[src/hdl/i2c_tts_pkg.sv]
package i2c_tts_pkg;

  // byte offsets on the register bus
  localparam logic [7:0] CTRL_OFS    = 8'h00;
  localparam logic [7:0] SADDR2_OFS  = 8'h0C;
  localparam logic [7:0] TIMING_OFS  = 8'h10;
  localparam logic [7:0] TIMEOUT_OFS = 8'h14;
  localparam logic [7:0] STATUS_OFS  = 8'h18;
  localparam logic [7:0] FCLR_OFS    = 8'h1C;

  // values after reset and writable-bit masks
  localparam logic [31:0] TIMING_RST   = 32'h0000_0000;
  localparam logic [31:0] TIMEOUT_RST  = 32'h0000_0000;
  localparam logic [31:0] STATUS_RST   = 32'h0000_0001;
  localparam logic [31:0] TIMING_MASK  = 32'hF0FF_FFFF;
  localparam logic [31:0] TIMEOUT_MASK = 32'h8FFF_9FFF;
  localparam logic [13:0] FCLR_MASK    = 14'h3F38;

  // timing_config fields
  localparam int PSC_LSB   = 28;
  localparam int SETUP_LSB = 20;
  localparam int HOLD_LSB  = 16;
  localparam int HIGH_LSB  = 8;
  localparam int LOW_LSB   = 0;

  // timeout_config fields
  localparam int EXT_EN_BIT   = 31;
  localparam int TOB_LSB      = 16;
  localparam int TO_EN_BIT    = 15;
  localparam int IDLE_SEL_BIT = 12;
  localparam int TOA_LSB      = 0;
  localparam int TIMEOUT_UNIT = 2048;  // kernel clocks per timeout step
  localparam int IDLE_UNIT    = 4;     // kernel clocks per idle step

  // second_slave_address fields
  localparam int SA_EN_BIT   = 15;
  localparam int SA_MASK_LSB = 8;
  localparam int SA_VAL_LSB  = 1;

  // block_control fields
  localparam int EN_BIT      = 0;
  localparam int HOST_BIT    = 1;
  localparam int ALERT_BIT   = 2;
  localparam int NOSTR_BIT   = 3;
  localparam int RELOAD_BIT  = 4;
  localparam int AUTO_BIT    = 5;
  localparam int BCOUNT_LSB  = 8;

  // status_flags bit positions
  localparam int ST_DIR_BIT  = 16;
  localparam int ST_ADDR_LSB = 17;
  localparam int ST_BUSY     = 15;
  localparam int F_ALERT     = 13;
  localparam int F_TIMEOUT   = 12;
  localparam int F_PEC       = 11;
  localparam int F_OVR       = 10;
  localparam int F_ARB       = 9;
  localparam int F_BUS_ERROR_FLAG      = 8;
  localparam int F_RELOAD    = 7;
  localparam int F_XFER      = 6;
  localparam int F_STOP      = 5;
  localparam int F_NACK      = 4;
  localparam int F_ADDR      = 3;
  localparam int F_RXFULL    = 2;
  localparam int F_TXREQ     = 1;
  localparam int F_TXEMPTY   = 0;

  typedef enum logic [4:0] {
    SCL_IDLE  = 5'b00001,
    SCL_HOLD  = 5'b00010,
    SCL_SETUP = 5'b00100,
    SCL_LOW   = 5'b01000,
    SCL_HIGH  = 5'b10000
  } scl_state_t;

endpackage

[src/hdl/i2c_timing_timeout_status.sv]
// Summary of operation
// [RULE1] second address matches under 3-bit mask; 000 exact, n ignores n low, 111 all
// [RULE2] non-zero mask never acknowledges reserved 0000xxx and 1111xxx addresses
// [RULE3] software leaves second address and mask alone while it is enabled
// [RULE4] timing tick every prescaler+1 kernel clocks drives all SCL/SDA timing counters
// [RULE5] setup delay of setup+1 ticks before SCL rise, SCL held low
// [RULE6] hold delay of exactly hold ticks after SCL fall, SCL held low
// [RULE7] master drives SCL high high+1 ticks and low low+1 ticks
// [RULE8] cumulative own stretching over (B+1)*2048 clocks raises timeout
// [RULE9] software changes timeout B only with extended timeout disabled
// [RULE10] SCL low over (A+1)*2048, or idle high over (A+1)*4, raises timeout
// [RULE11] software changes idle select and timeout A only with detection disabled
// [RULE12] address match captures matched address and slave direction
// [RULE13] busy set on START, cleared on STOP or disable
// [RULE14] alert pin falling edge sets alert flag in host mode with detection
// [RULE15] timeout flag set by either timeout, cleared by clear bit or disable
// [RULE16] checksum mismatch sets its flag and forces a NACK
// [RULE17] slave without stretching flags lost or missing bytes as overrun
// [RULE18] arbitration loss sets its flag and drops back to slave
// [RULE19] misplaced START or STOP sets bus error flag
// [RULE20] byte count done sets reload-done or transfer-done, each with own clear
// [RULE21] stop, nack and address match flags set by events, cleared by clear bits
// [RULE22] rx-full set on load, cleared on read; tx-request set on ready, cleared on write
// [RULE23] tx-empty set when data empty, cleared on write, software set flushes
// [RULE24] writing one to a flag-clear bit clears that flag, zero does nothing
// [RULE25] clock timeout counter restarts when condition ends, extended one at START or STOP; both held clear while disabled
// [RULE26] disable returns flags to reset within one clock, tx-empty reads one
//
// Our own choice: register access over Avalon-MM.
module i2c_timing_timeout_status
  import i2c_tts_pkg::*;
#(
  parameter int TO_UNIT   = i2c_tts_pkg::TIMEOUT_UNIT,  // shorten for simulation
  parameter int IDLE_STEP = i2c_tts_pkg::IDLE_UNIT
) (
  input  wire logic        core_clk,          // kernel clock
  input  wire logic        reset_n,           // synchronous reset
  input  wire logic [7:0]  address,           // byte address
  input  wire logic        read,              // read request
  input  wire logic        write,             // write request
  input  wire logic [31:0] writedata,         // write data
  output logic      [31:0] readdata,          // read data
  output logic             waitrequest,       // stall
  input  wire logic        scl_in,            // SCL pin level
  input  wire logic        sda_in,            // SDA pin level
  input  wire logic        smb_alert_n_in,    // alert pin level
  output logic             scl_out,           // SCL drive value, always 0
  output logic             scl_oe,            // SCL pulled low
  output logic             sda_change,        // SDA may change now
  input  wire logic        master_active,     // engine owns the bus
  input  wire logic        addr_valid,        // address byte received
  input  wire logic [6:0]  rx_addr,           // received address bits
  input  wire logic        rx_dir,            // read bit of address
  input  wire logic        addr1_match,       // first address matched
  input  wire logic        nack_seen,         // NACK received
  input  wire logic        arb_lost,          // arbitration lost
  input  wire logic        pec_mismatch,      // checksum differs
  input  wire logic        bus_misplaced,     // START/STOP out of place
  input  wire logic        byte_count_done,   // byte count reached
  input  wire logic        data_lost,         // overrun or underrun
  input  wire logic        rx_loaded,         // byte into receive data
  input  wire logic        rx_read,           // receive data read
  input  wire logic        tx_ready,          // transmit data empty
  input  wire logic        tx_written,        // transmit data written
  input  wire logic        start_request,     // START requested
  input  wire logic        stop_request,      // STOP requested
  output logic             addr2_ack,         // second address hit
  output logic             force_nack,        // NACK regardless of request
  output logic             tx_flush,          // discard pending tx data
  output logic             periph_enable,     // block enable
  output logic             stretch_disable,   // slave stretching off
  output logic             reload_mode,       // reload after count
  output logic             auto_finish_mode,  // STOP after count
  output logic [7:0]       byte_count         // bytes per run
);
  import i2c_tts_pkg::*;

  typedef struct packed {
    logic       en;
    logic       host;
    logic       alert_en;
    logic       nostr;
    logic       reload;
    logic       auto_fin;
    logic [7:0] bcount;
    logic [31:0] timing;
    logic [31:0] tocfg;
    logic       sa_en;
    logic [2:0] sa_mask;
    logic [6:0] sa_val;
    logic [6:0] maddr;
    logic       dir;
    logic       busy;
    logic [13:0] flags;
    logic [2:0] scl_sync;
    logic [2:0] sda_sync;
    logic [2:0] alr_sync;
    logic       scl_s;
    logic       sda_s;
    logic       alr_s;
    logic [3:0] psc_cnt;
    scl_state_t scl_st;
    logic [7:0] phase;
    logic [8:0] low_cnt;
    logic       oe;
    logic       sda_chg;
    logic [23:0] to_cnt;
    logic [23:0] ext_cnt;
    logic       waitreq;
    logic [31:0] rdata;
    logic       flush;
    logic       a2_ack;
    logic       fnack;
  } state_t;

  state_t st;
  state_t nx;

  function automatic logic addr2_hit(input logic [6:0] a, input logic [6:0] v,
                                     input logic [2:0] m);
    logic [6:0] care;
    logic       rsv;
    care = 7'h7F << m;
    rsv  = (a[6:3] == 4'h0) || (a[6:3] == 4'hF);
    return ((a & care) == (v & care)) && !((m != 3'h0) && rsv);
  endfunction

  logic        tick, scl_nx, sda_nx, alr_nx, start_det, stop_det, scl_fall;
  logic        wr_commit, a2_hit, to_cond, to_hit, ext_cond, ext_hit;
  logic [23:0] to_lim, ext_lim;
  logic [13:0] set_v, clr_v;
  logic [31:0] rd_v;

  always_comb begin
    nx = st;
    // pin synchronisers: a level counts once the last two stages agree
    nx.scl_sync = {st.scl_sync[1:0], scl_in};
    nx.sda_sync = {st.sda_sync[1:0], sda_in};
    nx.alr_sync = {st.alr_sync[1:0], smb_alert_n_in};
    scl_nx = (st.scl_sync[1] == st.scl_sync[2]) ? st.scl_sync[2] : st.scl_s;
    sda_nx = (st.sda_sync[1] == st.sda_sync[2]) ? st.sda_sync[2] : st.sda_s;
    alr_nx = (st.alr_sync[1] == st.alr_sync[2]) ? st.alr_sync[2] : st.alr_s;
    nx.scl_s = scl_nx;
    nx.sda_s = sda_nx;
    nx.alr_s = alr_nx;
    start_det = st.scl_s && scl_nx && st.sda_s && !sda_nx;
    stop_det  = st.scl_s && scl_nx && !st.sda_s && sda_nx;
    scl_fall  = st.scl_s && !scl_nx;

    tick = (st.psc_cnt == st.timing[PSC_LSB +: 4]);  // [RULE4]
    nx.psc_cnt = tick ? 4'h0 : st.psc_cnt + 4'h1;

    // bus slave: one wait cycle, access commits where waitrequest is low
    wr_commit = write && !st.waitreq;
    nx.waitreq = !((read || write) && st.waitreq);
    case (address)
      CTRL_OFS:    rd_v = {16'h0, st.bcount, 2'b00, st.auto_fin, st.reload,
                           st.nostr, st.alert_en, st.host, st.en};
      SADDR2_OFS:  rd_v = {16'h0, st.sa_en, 4'h0, st.sa_mask, st.sa_val, 1'b0};
      TIMING_OFS:  rd_v = st.timing;
      TIMEOUT_OFS: rd_v = st.tocfg;
      STATUS_OFS:  rd_v = {8'h0, st.maddr, st.dir, st.busy, 1'b0, st.flags};
      default:     rd_v = 32'h0;
    endcase
    nx.rdata = (read && st.waitreq) ? rd_v : 32'h0;
    nx.flush = 1'b0;
    clr_v = 14'h0;
    set_v = 14'h0;
    if (wr_commit) begin
      case (address)
        CTRL_OFS: begin
          nx.en       = writedata[EN_BIT];
          nx.host     = writedata[HOST_BIT];
          nx.alert_en = writedata[ALERT_BIT];
          nx.nostr    = writedata[NOSTR_BIT];
          nx.reload   = writedata[RELOAD_BIT];
          nx.auto_fin = writedata[AUTO_BIT];
          nx.bcount   = writedata[BCOUNT_LSB +: 8];
          if (writedata[BCOUNT_LSB +: 8] != 8'h00) clr_v[F_RELOAD] = 1'b1;  // [RULE20]
        end
        SADDR2_OFS: begin
          nx.sa_en   = writedata[SA_EN_BIT];
          nx.sa_mask = writedata[SA_MASK_LSB +: 3];
          nx.sa_val  = writedata[SA_VAL_LSB +: 7];
        end
        TIMING_OFS:  nx.timing = writedata & TIMING_MASK;
        TIMEOUT_OFS: nx.tocfg  = writedata & TIMEOUT_MASK;
        STATUS_OFS: begin
          if (writedata[F_TXREQ] && st.nostr) set_v[F_TXREQ] = 1'b1;  // [RULE22]
          if (writedata[F_TXEMPTY]) begin
            set_v[F_TXEMPTY] = 1'b1;  // [RULE23]
            nx.flush = 1'b1;
          end
        end
        FCLR_OFS: clr_v = clr_v | (writedata[13:0] & FCLR_MASK);  // [RULE24]
        default: ;
      endcase
    end

    // second address compare and capture
    a2_hit = st.sa_en && addr2_hit(rx_addr, st.sa_val, st.sa_mask);  // [RULE1] [RULE2]
    nx.a2_ack = addr_valid && a2_hit && st.en;
    if (addr_valid && (a2_hit || addr1_match)) begin
      nx.maddr = rx_addr;  // [RULE12]
      nx.dir   = rx_dir;
      set_v[F_ADDR] = 1'b1;  // [RULE21]
    end

    // clock timeout: SCL low, or idle bus high when idle select is set
    if (st.tocfg[IDLE_SEL_BIT]) begin
      to_cond = st.scl_s && st.sda_s && !st.busy;
      to_lim  = 24'(({12'h0, st.tocfg[TOA_LSB +: 12]} + 24'h1) * 24'(IDLE_STEP));
    end else begin
      to_cond = !st.scl_s;
      to_lim  = 24'(({12'h0, st.tocfg[TOA_LSB +: 12]} + 24'h1) * 24'(TO_UNIT));
    end  // [RULE10]
    to_cond = to_cond && st.tocfg[TO_EN_BIT] && st.en;
    to_hit  = to_cond && (st.to_cnt == to_lim - 24'h1);
    nx.to_cnt = !to_cond ? 24'h0 : (st.to_cnt == to_lim ? st.to_cnt
                                                        : st.to_cnt + 24'h1);  // [RULE25]
    // extended timeout: our own SCL stretching, summed from START to STOP
    ext_lim  = 24'(({12'h0, st.tocfg[TOB_LSB +: 12]} + 24'h1) * 24'(TO_UNIT));
    ext_cond = st.oe && st.tocfg[EXT_EN_BIT] && st.en;
    ext_hit  = ext_cond && (st.ext_cnt == ext_lim - 24'h1);  // [RULE8]
    if (!st.tocfg[EXT_EN_BIT] || !st.en || start_det || stop_det)
      nx.ext_cnt = 24'h0;  // [RULE25]
    else if (ext_cond && st.ext_cnt != ext_lim)
      nx.ext_cnt = st.ext_cnt + 24'h1;

    // event sources for sticky flags
    if (to_hit || ext_hit) set_v[F_TIMEOUT] = 1'b1;  // [RULE15]
    if (st.host && st.alert_en && st.alr_s && !alr_nx) set_v[F_ALERT] = 1'b1;  // [RULE14]
    if (pec_mismatch) set_v[F_PEC] = 1'b1;  // [RULE16]
    if (data_lost && st.nostr && !master_active) set_v[F_OVR] = 1'b1;  // [RULE17]
    if (arb_lost) set_v[F_ARB] = 1'b1;  // [RULE18]
    if (bus_misplaced) set_v[F_BUS_ERROR_FLAG] = 1'b1;  // [RULE19]
    if (byte_count_done && st.reload) set_v[F_RELOAD] = 1'b1;  // [RULE20]
    if (byte_count_done && !st.reload && !st.auto_fin) set_v[F_XFER] = 1'b1;
    if (start_request || stop_request) clr_v[F_XFER] = 1'b1;
    if (stop_det) set_v[F_STOP] = 1'b1;  // [RULE21]
    if (nack_seen) set_v[F_NACK] = 1'b1;
    if (rx_loaded) set_v[F_RXFULL] = 1'b1;  // [RULE22]
    if (rx_read) clr_v[F_RXFULL] = 1'b1;
    if (tx_ready) set_v[F_TXREQ] = 1'b1;
    if (tx_ready) set_v[F_TXEMPTY] = 1'b1;  // [RULE23]
    if (tx_written) clr_v[F_TXREQ] = 1'b1;
    if (tx_written) clr_v[F_TXEMPTY] = 1'b1;
    // a set arriving with its clear wins, so no event is lost
    nx.flags = set_v | (st.flags & ~clr_v);
    nx.busy  = start_det || (st.busy && !stop_det);  // [RULE13]
    nx.fnack = pec_mismatch && st.en;  // [RULE16]

    // SCL timing engine
    nx.sda_chg = 1'b0;
    if (tick && st.low_cnt <= {1'b0, st.timing[LOW_LSB +: 8]})
      nx.low_cnt = st.low_cnt + 9'h1;
    case (st.scl_st)
      SCL_IDLE: begin
        nx.oe = 1'b0;
        if (master_active) begin
          nx.scl_st  = SCL_HOLD;
          nx.oe      = 1'b1;
          nx.phase   = {4'h0, st.timing[HOLD_LSB +: 4]};
          nx.low_cnt = 9'h0;
        end else if (scl_fall) begin
          nx.scl_st = SCL_HOLD;
          nx.oe     = !st.nostr;  // [RULE6]
          nx.phase  = {4'h0, st.timing[HOLD_LSB +: 4]};
        end
      end
      SCL_HOLD: begin
        if (st.phase == 8'h00) begin
          nx.sda_chg = 1'b1;  // [RULE6]
          nx.scl_st  = SCL_SETUP;
          nx.phase   = {4'h0, st.timing[SETUP_LSB +: 4]};
        end else if (tick) begin
          nx.phase = st.phase - 8'h01;
        end
      end
      SCL_SETUP: begin
        if (tick && st.phase == 8'h00) begin
          if (master_active) begin
            nx.scl_st = SCL_LOW;  // [RULE5]
          end else begin
            nx.scl_st = SCL_IDLE;
            nx.oe     = 1'b0;
          end
        end else if (tick) begin
          nx.phase = st.phase - 8'h01;
        end
      end
      SCL_LOW: begin
        if (st.low_cnt > {1'b0, st.timing[LOW_LSB +: 8]}) begin
          nx.scl_st = SCL_HIGH;  // [RULE7]
          nx.oe     = 1'b0;
          nx.phase  = 8'h00;
        end
      end
      SCL_HIGH: begin
        if (!master_active) begin
          nx.scl_st = SCL_IDLE;
        end else if (tick && st.scl_s) begin
          if (st.phase == st.timing[HIGH_LSB +: 8]) begin
            nx.scl_st  = SCL_HOLD;  // [RULE7]
            nx.oe      = 1'b1;
            nx.phase   = {4'h0, st.timing[HOLD_LSB +: 4]};
            nx.low_cnt = 9'h0;
          end else begin
            nx.phase = st.phase + 8'h01;
          end
        end
      end
      default: begin
        nx.scl_st = SCL_IDLE;
        nx.oe     = 1'b0;
      end
    endcase
    // losing arbitration hands the clock back at once
    if (arb_lost && master_active) begin
      nx.scl_st = SCL_IDLE;  // [RULE18]
      nx.oe     = 1'b0;
    end

    if (!st.en) begin
      nx.flags   = STATUS_RST[13:0];  // [RULE26]
      nx.busy    = 1'b0;
      nx.scl_st  = SCL_IDLE;
      nx.oe      = 1'b0;
      nx.sda_chg = 1'b0;
      nx.a2_ack  = 1'b0;
    end
  end

  always_ff @(posedge core_clk) begin
    if (!reset_n) begin
      st         <= '0;
      st.timing  <= TIMING_RST;
      st.tocfg   <= TIMEOUT_RST;
      st.flags   <= STATUS_RST[13:0];
      st.waitreq <= 1'b1;
      st.scl_st  <= SCL_IDLE;
    end else begin
      st <= nx;
    end
  end

  assign readdata         = st.rdata;
  assign waitrequest      = st.waitreq;
  assign scl_out          = 1'b0;
  assign scl_oe           = st.oe;
  assign sda_change       = st.sda_chg;
  assign addr2_ack        = st.a2_ack;
  assign force_nack       = st.fnack;
  assign tx_flush         = st.flush;
  assign periph_enable    = st.en;
  assign stretch_disable  = st.nostr;
  assign reload_mode      = st.reload;
  assign auto_finish_mode = st.auto_fin;
  assign byte_count       = st.bcount;
endmodule

[config.mk]
export PLATFORM = sky130hd
export DESIGN_NAME = i2c_timing_timeout_status
export DESIGN_NICKNAME = d
export VERILOG_FILES = /design/src/hdl/i2c_tts_pkg.sv /design/src/hdl/i2c_timing_timeout_status.sv
export SDC_FILE = /design/constraint.sdc
export NUM_CORES = 1
export LEC_CHECK = 0
export ABC_AREA = 0
export BUFFER_PORTS_ARGS = -buffer_cell sky130_fd_sc_hd__buf_4
export CAP_MARGIN = 20
export CELL_PAD_IN_SITES_DETAIL_PLACEMENT = 1
export CELL_PAD_IN_SITES_GLOBAL_PLACEMENT = 1
export CORE_MARGIN = 10
export CORE_UTILIZATION = 48
export DETAILED_ROUTE_END_ITERATION = 10
export GPL_TIMING_DRIVEN = 0
export PLACE_DENSITY_LB_ADDON = 0.15
export SLEW_MARGIN = 20
export SYNTH_ARGS = -nofsm -noshare
export SYNTH_HDL_FRONTEND = slang
export SYNTH_SLANG_ARGS = --single-unit
export TNS_END_PERCENT = 5
[constraint.sdc]
create_clock -name core_clk -period 6.7 [get_ports core_clk]
set_clock_uncertainty 0.2 [all_clocks]
set_input_delay 0.67 -clock core_clk [delete_from_list [all_inputs] [get_ports core_clk]]
set_output_delay 0.67 -clock core_clk [all_outputs]
set_load 0.03 [all_outputs]
==> flow_summary.json, run 1 <==
{
  "status": "complete, no violations",
  "drive_above_1_share_pct": 13.0,
  "htreeDepth": 1,
  "min_period_over_period_pct": 72.9,
  "hold_class": "input pin to register",
  "hpwl_um": 37900,
  "grtUsageMet1_pct": 34.0,
  "busiest_layer": "met2",
  "holdWs_ns": 0.120,
  "pwr-share-clk_pct": 51.1,
  "area_delta_synth_final_pct": 17.5,
  "drv_cap": 0,
  "leakagePower_nw": 5.68,
  "syn_inst": 1723,
  "layout_min_cycle_time_ns": 4.88,
  "rows": 60,
  "die_h_um": 186,
  "powerDensity_nw_per_um2": 199,
  "path_clk_slew_ns": 0.06,
  "final_cells": 2232,
  "synth_area_leaders": "dfxtp_1 (34%), nand2_1 (7.9%), a21oi_1 (6.6%), xnor2_1 (4.1%), xor2_1 (4.1%)",
  "track_usage_pct": 28.4,
  "grt_first_pass_wirelength_um": 77600,
  "use_met3_pct": 3.88,
  "drt_wl_total_um": 49800,
  "first_global_vias": 13891,
  "io_buffers": 116,
  "start_kind": "register",
  "firstDrtPassIters": 6,
  "numCtsBuffers": 27,
  "cts_buffer_depth": 3,
  "place_inst": 2183,
  "worst-endpoint-required_ns": 6.92,
  "grtUsageMet2_pct": 49.8,
  "drc": 0,
  "synth_commonest_cells": "nand2_1 (276), dfxtp_1 (227), a21oi_1 (174)",
  "finalSetupTns_ns": 0,
  "wl_per_cell_um": 22.3,
  "cts_tree": "yes",
  "synthesis.nets": 1813,
  "synth-seq-cells": 227,
  "dieArea_um2": 34500,
  "maxSlewViolCount": 0,
  "hold_violations": 0,
  "ctsResizeCount": 0,
  "crit_arrival_ns": 5.10,
  "hold_buffers": 0,
  "antenna_found_initial": 2,
  "crit_type": "register to register",
  "combPwrFrac_pct": 4.6,
  "grt_overflow": 0,
  "yosysTopAreaCellShare_pct": 34.5,
  "switchingPower_mw": 0.713,
  "drt-initial-drc-count": 942,
  "die_x_um": 186,
  "cts_root_buffer": "clkbuf_16",
  "fin_util_pct": 57.3,
  "worst-path-max-fanout": 10,
  "grt_max_degree": 15,
  "fmax_mhz": 205,
  "synth-edff-count": 0,
  "yosysSeqAreaShare_pct": 34.5,
  "yosys.area.top_type": "dfxtp_1",
  "critPathCaptureType": "register",
  "finalNetCount": 1961,
  "avgSynthCellArea_um2": 7.65,
  "worst_slew_pin_slew_ns": 1.12,
  "vias": 13607,
  "synth_area_um2": 13200,
  "p_sw_share_pct": 23.1,
  "vdd_drop_max_uv": 167,
  "yosysUniqueCellTypes": 78,
  "yosysWarningCount": 0,
  "relSlewSlack_pct": 24.5,
  "synth_flop_cell": "dfxtp_1",
  "seqPwrFrac_pct": 44.3,
  "gp_congestion": 0.925,
  "via_per_inst": 6.10,
  "clkSinkCount": 227,
  "antenna_left": 0,
  "yosysMostFrequentCell": "nand2_1",
  "rsz0062_at_grt": "no",
  "internal_power_mw": 2.37,
  "io_pins": 121,
  "post_cts_buffers": 0,
  "start_util_pct": 48.8,
  "core_area_um2": 27000,
  "async_flop_share_pct": 0,
  "setup_viol_count_final": 0,
  "clock_latency_ns": 0.56
}
[per-stage QoR]
| stage | area [µm²] | power, mW | setup slack (ns) |
|---|---|---|---|
| 3_3_place_gp | 14500 | 1.53 | 1.94 |
| 2_1_floorplan | 13200 | 1.45 | 3.24 |
| 4_1_cts | 15500 | 3.09 | 1.89 |
| 6_report | 15500 | 3.08 | 1.82 |
| 5_1_grt | 15500 | 3.16 | 1.42 |
| 3_5_place_dp | 14500 | 1.53 | 1.97 |
[area by class of cell]
class	count	area (µm²)
clock buffer	37	803
fill	3386	11500
inverter	40	150
timing repair buffer	119	891
sequential	227	4540
multi-input combinational	1304	7760
clock inverter	11	155
antenna	1	2.50
buffer	152	758
tap	341	427
[power by group through the flow]
stage	clock, mW	combinational (mW)	sequential (mW)
5_1_grt	1.64	0.149	1.36
3_5_place_dp	0	0.136	1.39
3_3_place_gp	0	0.133	1.39
4_1_cts	1.59	0.138	1.36
6_report	1.57	0.142	1.36
2_1_floorplan	0	0.0615	1.39
[worst paths after layout]
kind | startpoint | endpoint | slack [ns] | cells after the start
max | st[170] | st[136] | 1.82 | 16
min | smb_alert_n_in | nx[116] | 0.12 | 2
max reg2reg | st[170] | st[136] | 1.82 | 16
min reg2reg | nx[119] | nx[120] | 0.23 | 1
[worst max-delay path, stage by stage (launching register included)]
cell	delay [ns]
dfxtp_1	0.41
buf_2	0.29
clkbuf_1	0.44
buf_2	0.35
clkbuf_1	0.44
buf_2	0.37
nand2_1	0.10
ha_1	0.29
inv_1	0.21
a21oi_1	0.08
xor2_1	0.24
mux2i_1	0.11
o22ai_1	0.17
nand2_1	0.08
a2111oi_0	0.42
nand4_1	0.20
o31ai_1	0.35
[state kept, by name, summed over array words and instances (netlist names), 6 cells and up]
signal      flops
st            171
readdata       32
byte_count      8
nx              6
[cell usage in the layout, fill, tap and decap left out, types with 8 or more instances in the layout]
master,Yosys,final
buf_2,12,13
a21boi_0,8,8
nor2b_1,12,12
nor3_1,26,25
a21oi_1,174,174
clkbuf_1,88,89
o211ai_1,12,12
buf_1,8,8
a31oi_1,17,17
nor4_1,19,18
or4_1,17,17
buf_4,42,160
and3_1,27,27
mux2i_1,28,28
or3_1,34,34
xor2_1,61,61
nor2_1,132,132
nand2b_1,10,10
ha_1,20,20
a21o_1,11,11
o21ai_0,58,58
o31ai_1,13,13
and4_1,8,8
nand3_1,60,60
inv_1,39,39
clkbuf_8,0,9
nand2_1,276,276
dfxtp_1,227,227
clkbuf_16,0,27
and2_1,32,32
nand4_1,29,29
a22oi_1,35,35
xnor2_1,61,61
[logic make-up after synthesis]
family                   Yosys count  share of synthesized area, %
AO/OA/AOI/OAI                    413                          19.6
XOR/XNOR                         125                          8.62
flip-flops                       227                          34.5
multiplexers                      29                          2.21
AND/OR/NAND/NOR                  716                          26.3
buffers and inverters            192                          6.89
adder cells (fa/ha/maj)           20                          1.90
other                              1                        0.0284
[layer usage]
| metal | vias up | wire length, µm |
|---|---|---|
| met3 | 127 | 2850 |
| met2 | 433 | 24600 |
| met4 | 0 | 2170 |
| met1 | 6691 | 20200 |
| li1 | 6356 | - |
| met5 | - | 0 |
No activity file was read; power rests on OpenSTA's default activity.
==> run 2: changes to the inputs <==
--- a/config.mk
+++ b/config.mk
@@ -5,13 +5,13 @@
 export SDC_FILE = /design/constraint.sdc
 export NUM_CORES = 1
 export LEC_CHECK = 0
-export ABC_AREA = 0
+export ABC_AREA = 1
 export BUFFER_PORTS_ARGS = -buffer_cell sky130_fd_sc_hd__buf_4
 export CAP_MARGIN = 20
 export CELL_PAD_IN_SITES_DETAIL_PLACEMENT = 1
 export CELL_PAD_IN_SITES_GLOBAL_PLACEMENT = 1
 export CORE_MARGIN = 10
-export CORE_UTILIZATION = 48
+export CORE_UTILIZATION = 43
 export DETAILED_ROUTE_END_ITERATION = 10
 export GPL_TIMING_DRIVEN = 0
 export PLACE_DENSITY_LB_ADDON = 0.15
==> constraint.sdc (replaced) <==
create_clock -name core_clk -period 4.9 [get_ports core_clk]
set_clock_uncertainty 0.2 [all_clocks]
set_input_delay 0.49 -clock core_clk [delete_from_list [all_inputs] [get_ports core_clk]]
set_output_delay 0.49 -clock core_clk [all_outputs]
set_load 0.03 [all_outputs]
==> run 2 against run 1 <==
Effect of this change: first-iteration DRC count up 17%; worst setup slack worse by 0.35 ns; sequential cell count unchanged; non-clock buffer count down 43; largest cell class unchanged.
==> flow_summary.json, run 2 <==
{
  "status": "complete, no violations",
  "async_flop_share_pct": 0,
  "power_mw": 4.05,
  "crit_arrival_ns": 3.64,
  "die_x_um": 195,
  "antenna_left": 0,
  "via_per_inst": 5.60,
  "io_buffers": 118,
  "slowest_stage": "nor3_1",
  "drv_cap": 0,
  "gp_congestion": 0.959,
  "wl_per_cell_um": 20.4,
  "start_util_pct": 43.4,
  "drive_above_1_share_pct": 12.8,
  "drt_wl_total_um": 52300,
  "yosysUniqueCellTypes": 55,
  "yosysWarningCount": 0,
  "area_delta_synth_final_pct": 17.3,
  "r2r-end": "st[219]",
  "place_inst": 2515,
  "io_pins": 121,
  "clock_latency_ns": 0.55,
  "hpwl_um": 41600,
  "setup_viol_count_final": 0,
  "cts_root_buffer": "clkbuf_16",
  "antennaDiodeCount": 0,
  "yosysMostFrequentCell": "nand2_1",
  "track_usage_pct": 26.4,
  "grt_first_pass_wirelength_um": 81800,
  "powerDensity_nw_per_um2": 261,
  "r2r-start": "waitrequest",
  "start_kind": "input pin",
  "largest_reg_flops": 171,
  "leakagePower_nw": 6.32,
  "synth_flop_cell": "dfxtp_1",
  "rows": 64,
  "yosys.area.top_type": "dfxtp_1",
  "ctsResizeCount": 0,
  "crit_chain": "buf_4 > nor2_1 > inv_1 > nor3_1 > inv_1 > nor3_1 > inv_1 > nand4_1 > o21ai_1 > clkbuf_1 > clkbuf_1 > a21oi_1",
  "grt_max_degree": 13,
  "vias": 14378,
  "path_clk_slew_ns": 0.06,
  "synth-edff-count": 0,
  "drc": 0,
  "first_global_vias": 14814,
  "maxSlewViolCount": 0,
  "rsz0062_at_grt": "no",
  "clkSinkCount": 227,
  "numCtsBuffers": 27,
  "synthesis.nets": 2091,
  "yosysTopAreaCellShare_pct": 34.3,
  "hold_class": "input pin to register",
  "regMostFlops": "st",
  "path_delay_family": "simple AND/OR/NAND/NOR gates",
  "final_cells": 2569,
  "dieArea_um2": 38200,
  "critical_path_depth": 12,
  "finalSetupTns_ns": 0,
  "worst_slew_pin_slew_ns": 1.13,
  "layout_min_cycle_time_ns": 3.43,
  "cts_buffer_depth": 3,
  "avgSynthCellArea_um2": 6.62,
  "cp-startpoint": "address[7]",
  "hold_violations": 0,
  "holdWs_ns": 0.00951,
  "finalNetCount": 2248,
  "final_common_cell": "nand2_1",
  "htreeDepth": 1,
  "critPathMaxStageDelay_ns": 0.80,
  "fin_util_pct": 50.9,
  "yosysSeqAreaShare_pct": 34.3,
  "grt_overflow": 0,
  "relSlewSlack_pct": 24.3,
  "syn_inst": 2001,
  "synth_area_leaders": "dfxtp_1 (34%), nand2_1 (13%), inv_1 (6.6%), a21oi_1 (6.2%), nor2_1 (6.1%)",
  "drt-initial-drc-count": 1103,
  "crit_path_frequent_cell": "inv_1",
  "fmax_mhz": 291,
  "core_area_um2": 30500,
  "antenna_found_initial": 0,
  "reg2reg_slack_ns": 1.72,
  "worst-path-max-fanout": 10,
  "crit_type": "input pin to register",
  "path_buf_inv": 6,
  "layout_common_cells": "nand2_1 (447), inv_1 (232), dfxtp_1 (227)",
  "synth-seq-cells": 227,
  "vdd_drop_max_uv": 228,
  "synth_commonest_cells": "nand2_1 (447), inv_1 (232), dfxtp_1 (227)",
  "worst-endpoint-required_ns": 5.11,
  "cp-endpoint": "readdata[12]",
  "cts_tree": "yes",
  "min_period_over_period_pct": 70.0,
  "firstDrtPassIters": 5,
  "die_h_um": 195,
  "reg2regPathDepth": 7,
  "critPathCaptureType": "register",
  "synth_area_um2": 13200
}
[run 2: cell families after synthesis]
logic type / Yosys count / synth area share (%)
other: 1 / 0.0283
AO/OA/AOI/OAI: 358 / 15.0
flip-flops: 227 / 34.3
AND/OR/NAND/NOR: 985 / 33.1
XOR/XNOR: 64 / 4.46
buffers and inverters: 346 / 11.3
adder cells (fa/ha/maj): 20 / 1.89
[run 2: metrics by stage]
stage               setup WS (ns)  cell area [µm²]
floorplan                    2.42            13200
global placement             1.28            14600
detailed placement           1.23            14600
CTS                          1.73            15500
global route                 1.35            15500
finish                       1.47            15500
[run 2: area by class of cell]
cell class	count	area (µm²)
clock inverters	7	62.6
clock buffers	37	743
multi-input cells	1428	7210
flip-flops and latches	227	4540
repair buffers	128	986
plain buffers	100	568
fillers	4108	15000
inverters	246	923
well taps	396	495
[run 2: worst min path at each step]
stage / cells after the start / from / endpoint / slack [ns]
5_1_grt: 3 / writedata[16] / st[206] / 0.02
3_3_place_gp: 2 / nx[116] / nx[117] / 0.19
2_1_floorplan: 2 / nx[116] / nx[117] / 0.19
3_5_place_dp: 2 / nx[119] / nx[120] / 0.21
4_1_cts: 3 / writedata[16] / st[206] / 0.0001
6_report: 3 / writedata[31] / st[221] / 0.01
[run 2: worst register-to-register path, stage by stage (launching register included)]
cell and delay [ns]:
dfxtp_1 0.33, nor2_1 0.80, inv_1 0.20, nor2_1 0.62, inv_2 0.16, clkbuf_1 0.32, o21ai_0 0.32, a21oi_1 0.08
[run 2: what timing repair did]
action | in CTS | in global routing
hold buffers | 10 | 0
endpoints found under the hold margin | 9 | 0
setup buffers | 0 | 0
[run 2: metal layers]
metal  track usage, %  part of all wire, %  wire length (µm)
met1             34.8                   45             23400
met5                0                    0                 0
met3             4.61                  6.6              3450
met4             7.75                  3.1              1630
met2             43.1                   46             23800
[run 2: power breakdown]
| group | leakage (nW) | internal [mW] | switching, mW | total (mW) |
|---|---|---|---|---|
| Combinational | 4.09 | 0.0925 | 0.158 | 0.251 |
| Clock | 0.396 | 1.10 | 0.822 | 1.92 |
| Sequential | 1.83 | 1.86 | 0.0138 | 1.88 |
| Total | 6.32 | 3.05 | 0.994 | 4.05 |
==> run 3: changes to the inputs <==
--- a/config.mk
+++ b/config.mk
@@ -11,7 +11,7 @@
 export CELL_PAD_IN_SITES_DETAIL_PLACEMENT = 1
 export CELL_PAD_IN_SITES_GLOBAL_PLACEMENT = 1
 export CORE_MARGIN = 10
-export CORE_UTILIZATION = 43
+export CORE_UTILIZATION = 39
 export DETAILED_ROUTE_END_ITERATION = 10
 export GPL_TIMING_DRIVEN = 0
 export PLACE_DENSITY_LB_ADDON = 0.15
==> constraint.sdc (replaced) <==
create_clock -name core_clk -period 3 [get_ports core_clk]
set_clock_uncertainty 0.2 [all_clocks]
set_input_delay 0.3 -clock core_clk [delete_from_list [all_inputs] [get_ports core_clk]]
set_output_delay 0.3 -clock core_clk [all_outputs]
set_load 0.03 [all_outputs]
==> run 3 against run 2 <==
Effect of this change: worst setup slack worse by 1.3 ns; combinational power rose by 90%; core utilization fell by 2.1 points; cell count up 4.3%; design area increased by 5.5%; critical path depth shrank 5; non-clock buffer count is 52 higher; die area grew 9.2%; highest routed layer unchanged; global-route usage is 1.1 points lower.
==> flow_summary.json, run 3 (synthesis results as in run 2) <==
{
  "cts_buffer_depth": 3,
  "cts_root_buffer": "clkbuf_16",
  "antenna_found_initial": 0,
  "grt_first_pass_wirelength_um": 84300,
  "area_delta_synth_final_pct": 23.7,
  "die_x_um": 204,
  "largest_reg_flops": 171,
  "final_common_cell": "nand2_1",
  "setup_viol_count_final": 0,
  "rows": 67,
  "status": "complete, no violations",
  "start_util_pct": 39.5,
  "setup_ws_ns": 0.193,
  "vdd_drop_max_uv": 356,
  "fmax_mhz": 356,
  "drv_cap": 0,
  "leakagePower_nw": 6.62,
  "first_global_vias": 15023,
  "crit_arrival_ns": 3.07,
  "critPathCaptureType": "register",
  "regMostFlops": "st",
  "wl_per_cell_um": 20.2,
  "drive_above_1_share_pct": 13.9,
  "hold_violations": 0,
  "cts_tree": "yes",
  "layout_min_cycle_time_ns": 2.81,
  "vias": 14421,
  "io_pins": 121,
  "worst-endpoint-required_ns": 3.26,
  "maxSlewViolCount": 0,
  "worst-path-max-fanout": 10,
  "layout_common_cells": "nand2_1 (446), inv_1 (231), dfxtp_1 (223)",
  "finalNetCount": 2300,
  "gp_congestion": 0.944,
  "dieArea_um2": 41700,
  "powerDensity_nw_per_um2": 429,
  "die_h_um": 204,
  "start_kind": "register",
  "track_usage_pct": 25.3,
  "hold_class": "input pin to register",
  "clock_latency_ns": 0.55,
  "grt_overflow": 0,
  "cp-startpoint": "waitrequest",
  "htreeDepth": 1,
  "fillCellCount": 4376,
  "via_per_inst": 5.38,
  "holdWs_ns": 0.0319,
  "numCtsBuffers": 27,
  "pre_cts_slack_ns": -0.576,
  "path_clk_slew_ns": 0.06,
  "drt-initial-drc-count": 1029,
  "r2r-start": "waitrequest",
  "core_area_um2": 33500,
  "worst_slew_pin_slew_ns": 1.10,
  "drt_wl_total_um": 54100,
  "crit_type": "register to register",
  "rsz0062_at_grt": "yes",
  "drc": 0,
  "min_period_over_period_pct": 93.6,
  "antenna_left": 0,
  "io_buffers": 118,
  "grt_max_degree": 13,
  "clkSinkCount": 227,
  "min-delay-start": "addr1_match",
  "relSlewSlack_pct": 26.5,
  "firstDrtPassIters": 5,
  "hpwl_um": 42400
}
-- run 3: cell type report --
type / count / area [µm²] / share of cell area [%]
plain buffers: 100 / 581 / 3.54
well taps: 448 / 561 / 3.42
flip-flops and latches: 227 / 4550 / 27.8
repair buffers: 180 / 1500 / 9.18
inverters: 246 / 923 / 5.64
diodes: 1 / 2.50 / 0.0153
multi-input cells: 1428 / 7320 / 44.7
clock inverters: 9 / 133 / 0.810
clock buffers: 40 / 805 / 4.91
-- run 3: metrics by stage --
step	utilization [%]	power (mW)	TNS [ns]	instance area, µm²	instances
floorplan	-	3.33	0	13200	2001
global placement	43.8	3.51	-8.69	14700	2567
detailed placement	43.8	3.53	-13.96	14700	2567
CTS	48.5	7.06	0	16300	2677
global route	48.8	7.26	-0.0785	16400	2678
finish	48.8	7.03	0	16400	2679
-- run 3: power by group --
group,total (mW),switching [mW],internal (mW)
clock,3.48,1.38,2.11
combinational,0.478,0.284,0.194
sequential,3.07,0.0249,3.04
total,7.03,1.69,5.34
-- run 3: critical path, stage by stage (launching register included) --
cell and delay (ns):
dfxtp_1 0.33, nor2_2 0.47, inv_1 0.20, clkbuf_1 0.35, nor2_1 0.33, clkbuf_1 0.52
nor2_1 0.10, a211oi_1 0.20
-- run 3: final timing paths --
path | end | slack [ns] | depth (start not counted)
setup / recovery | byte_count[1] | 0.19 | 7
hold / removal | st[140] | 0.03 | 3
setup reg to reg | byte_count[1] | 0.19 | 7
hold reg to reg | nx[123] | 0.21 | 2
-- run 3: routing by layer --
metal  wire, µm  share of wire (%)  vias up  global-route usage, %
met3       3360                6.2       82                   5.07
li1           -                  -     6960                      -
met1      24700                 46     7000                   33.4
met2      24400                 45      379                   41.1
met4       1560                2.9        0                   7.19
met5          0                  0        -                      0
-- run 3: timing repair --
action / in CTS / in global routing
hold buffers: 61 / 0
endpoints found under the setup margin: 16 / 108
gates resized for setup: 4 / 32
gates cloned: 0 / 0
buffers inserted: 0 / 1
pin swaps: 0 / 3
endpoints found under the hold margin: 111 / 0
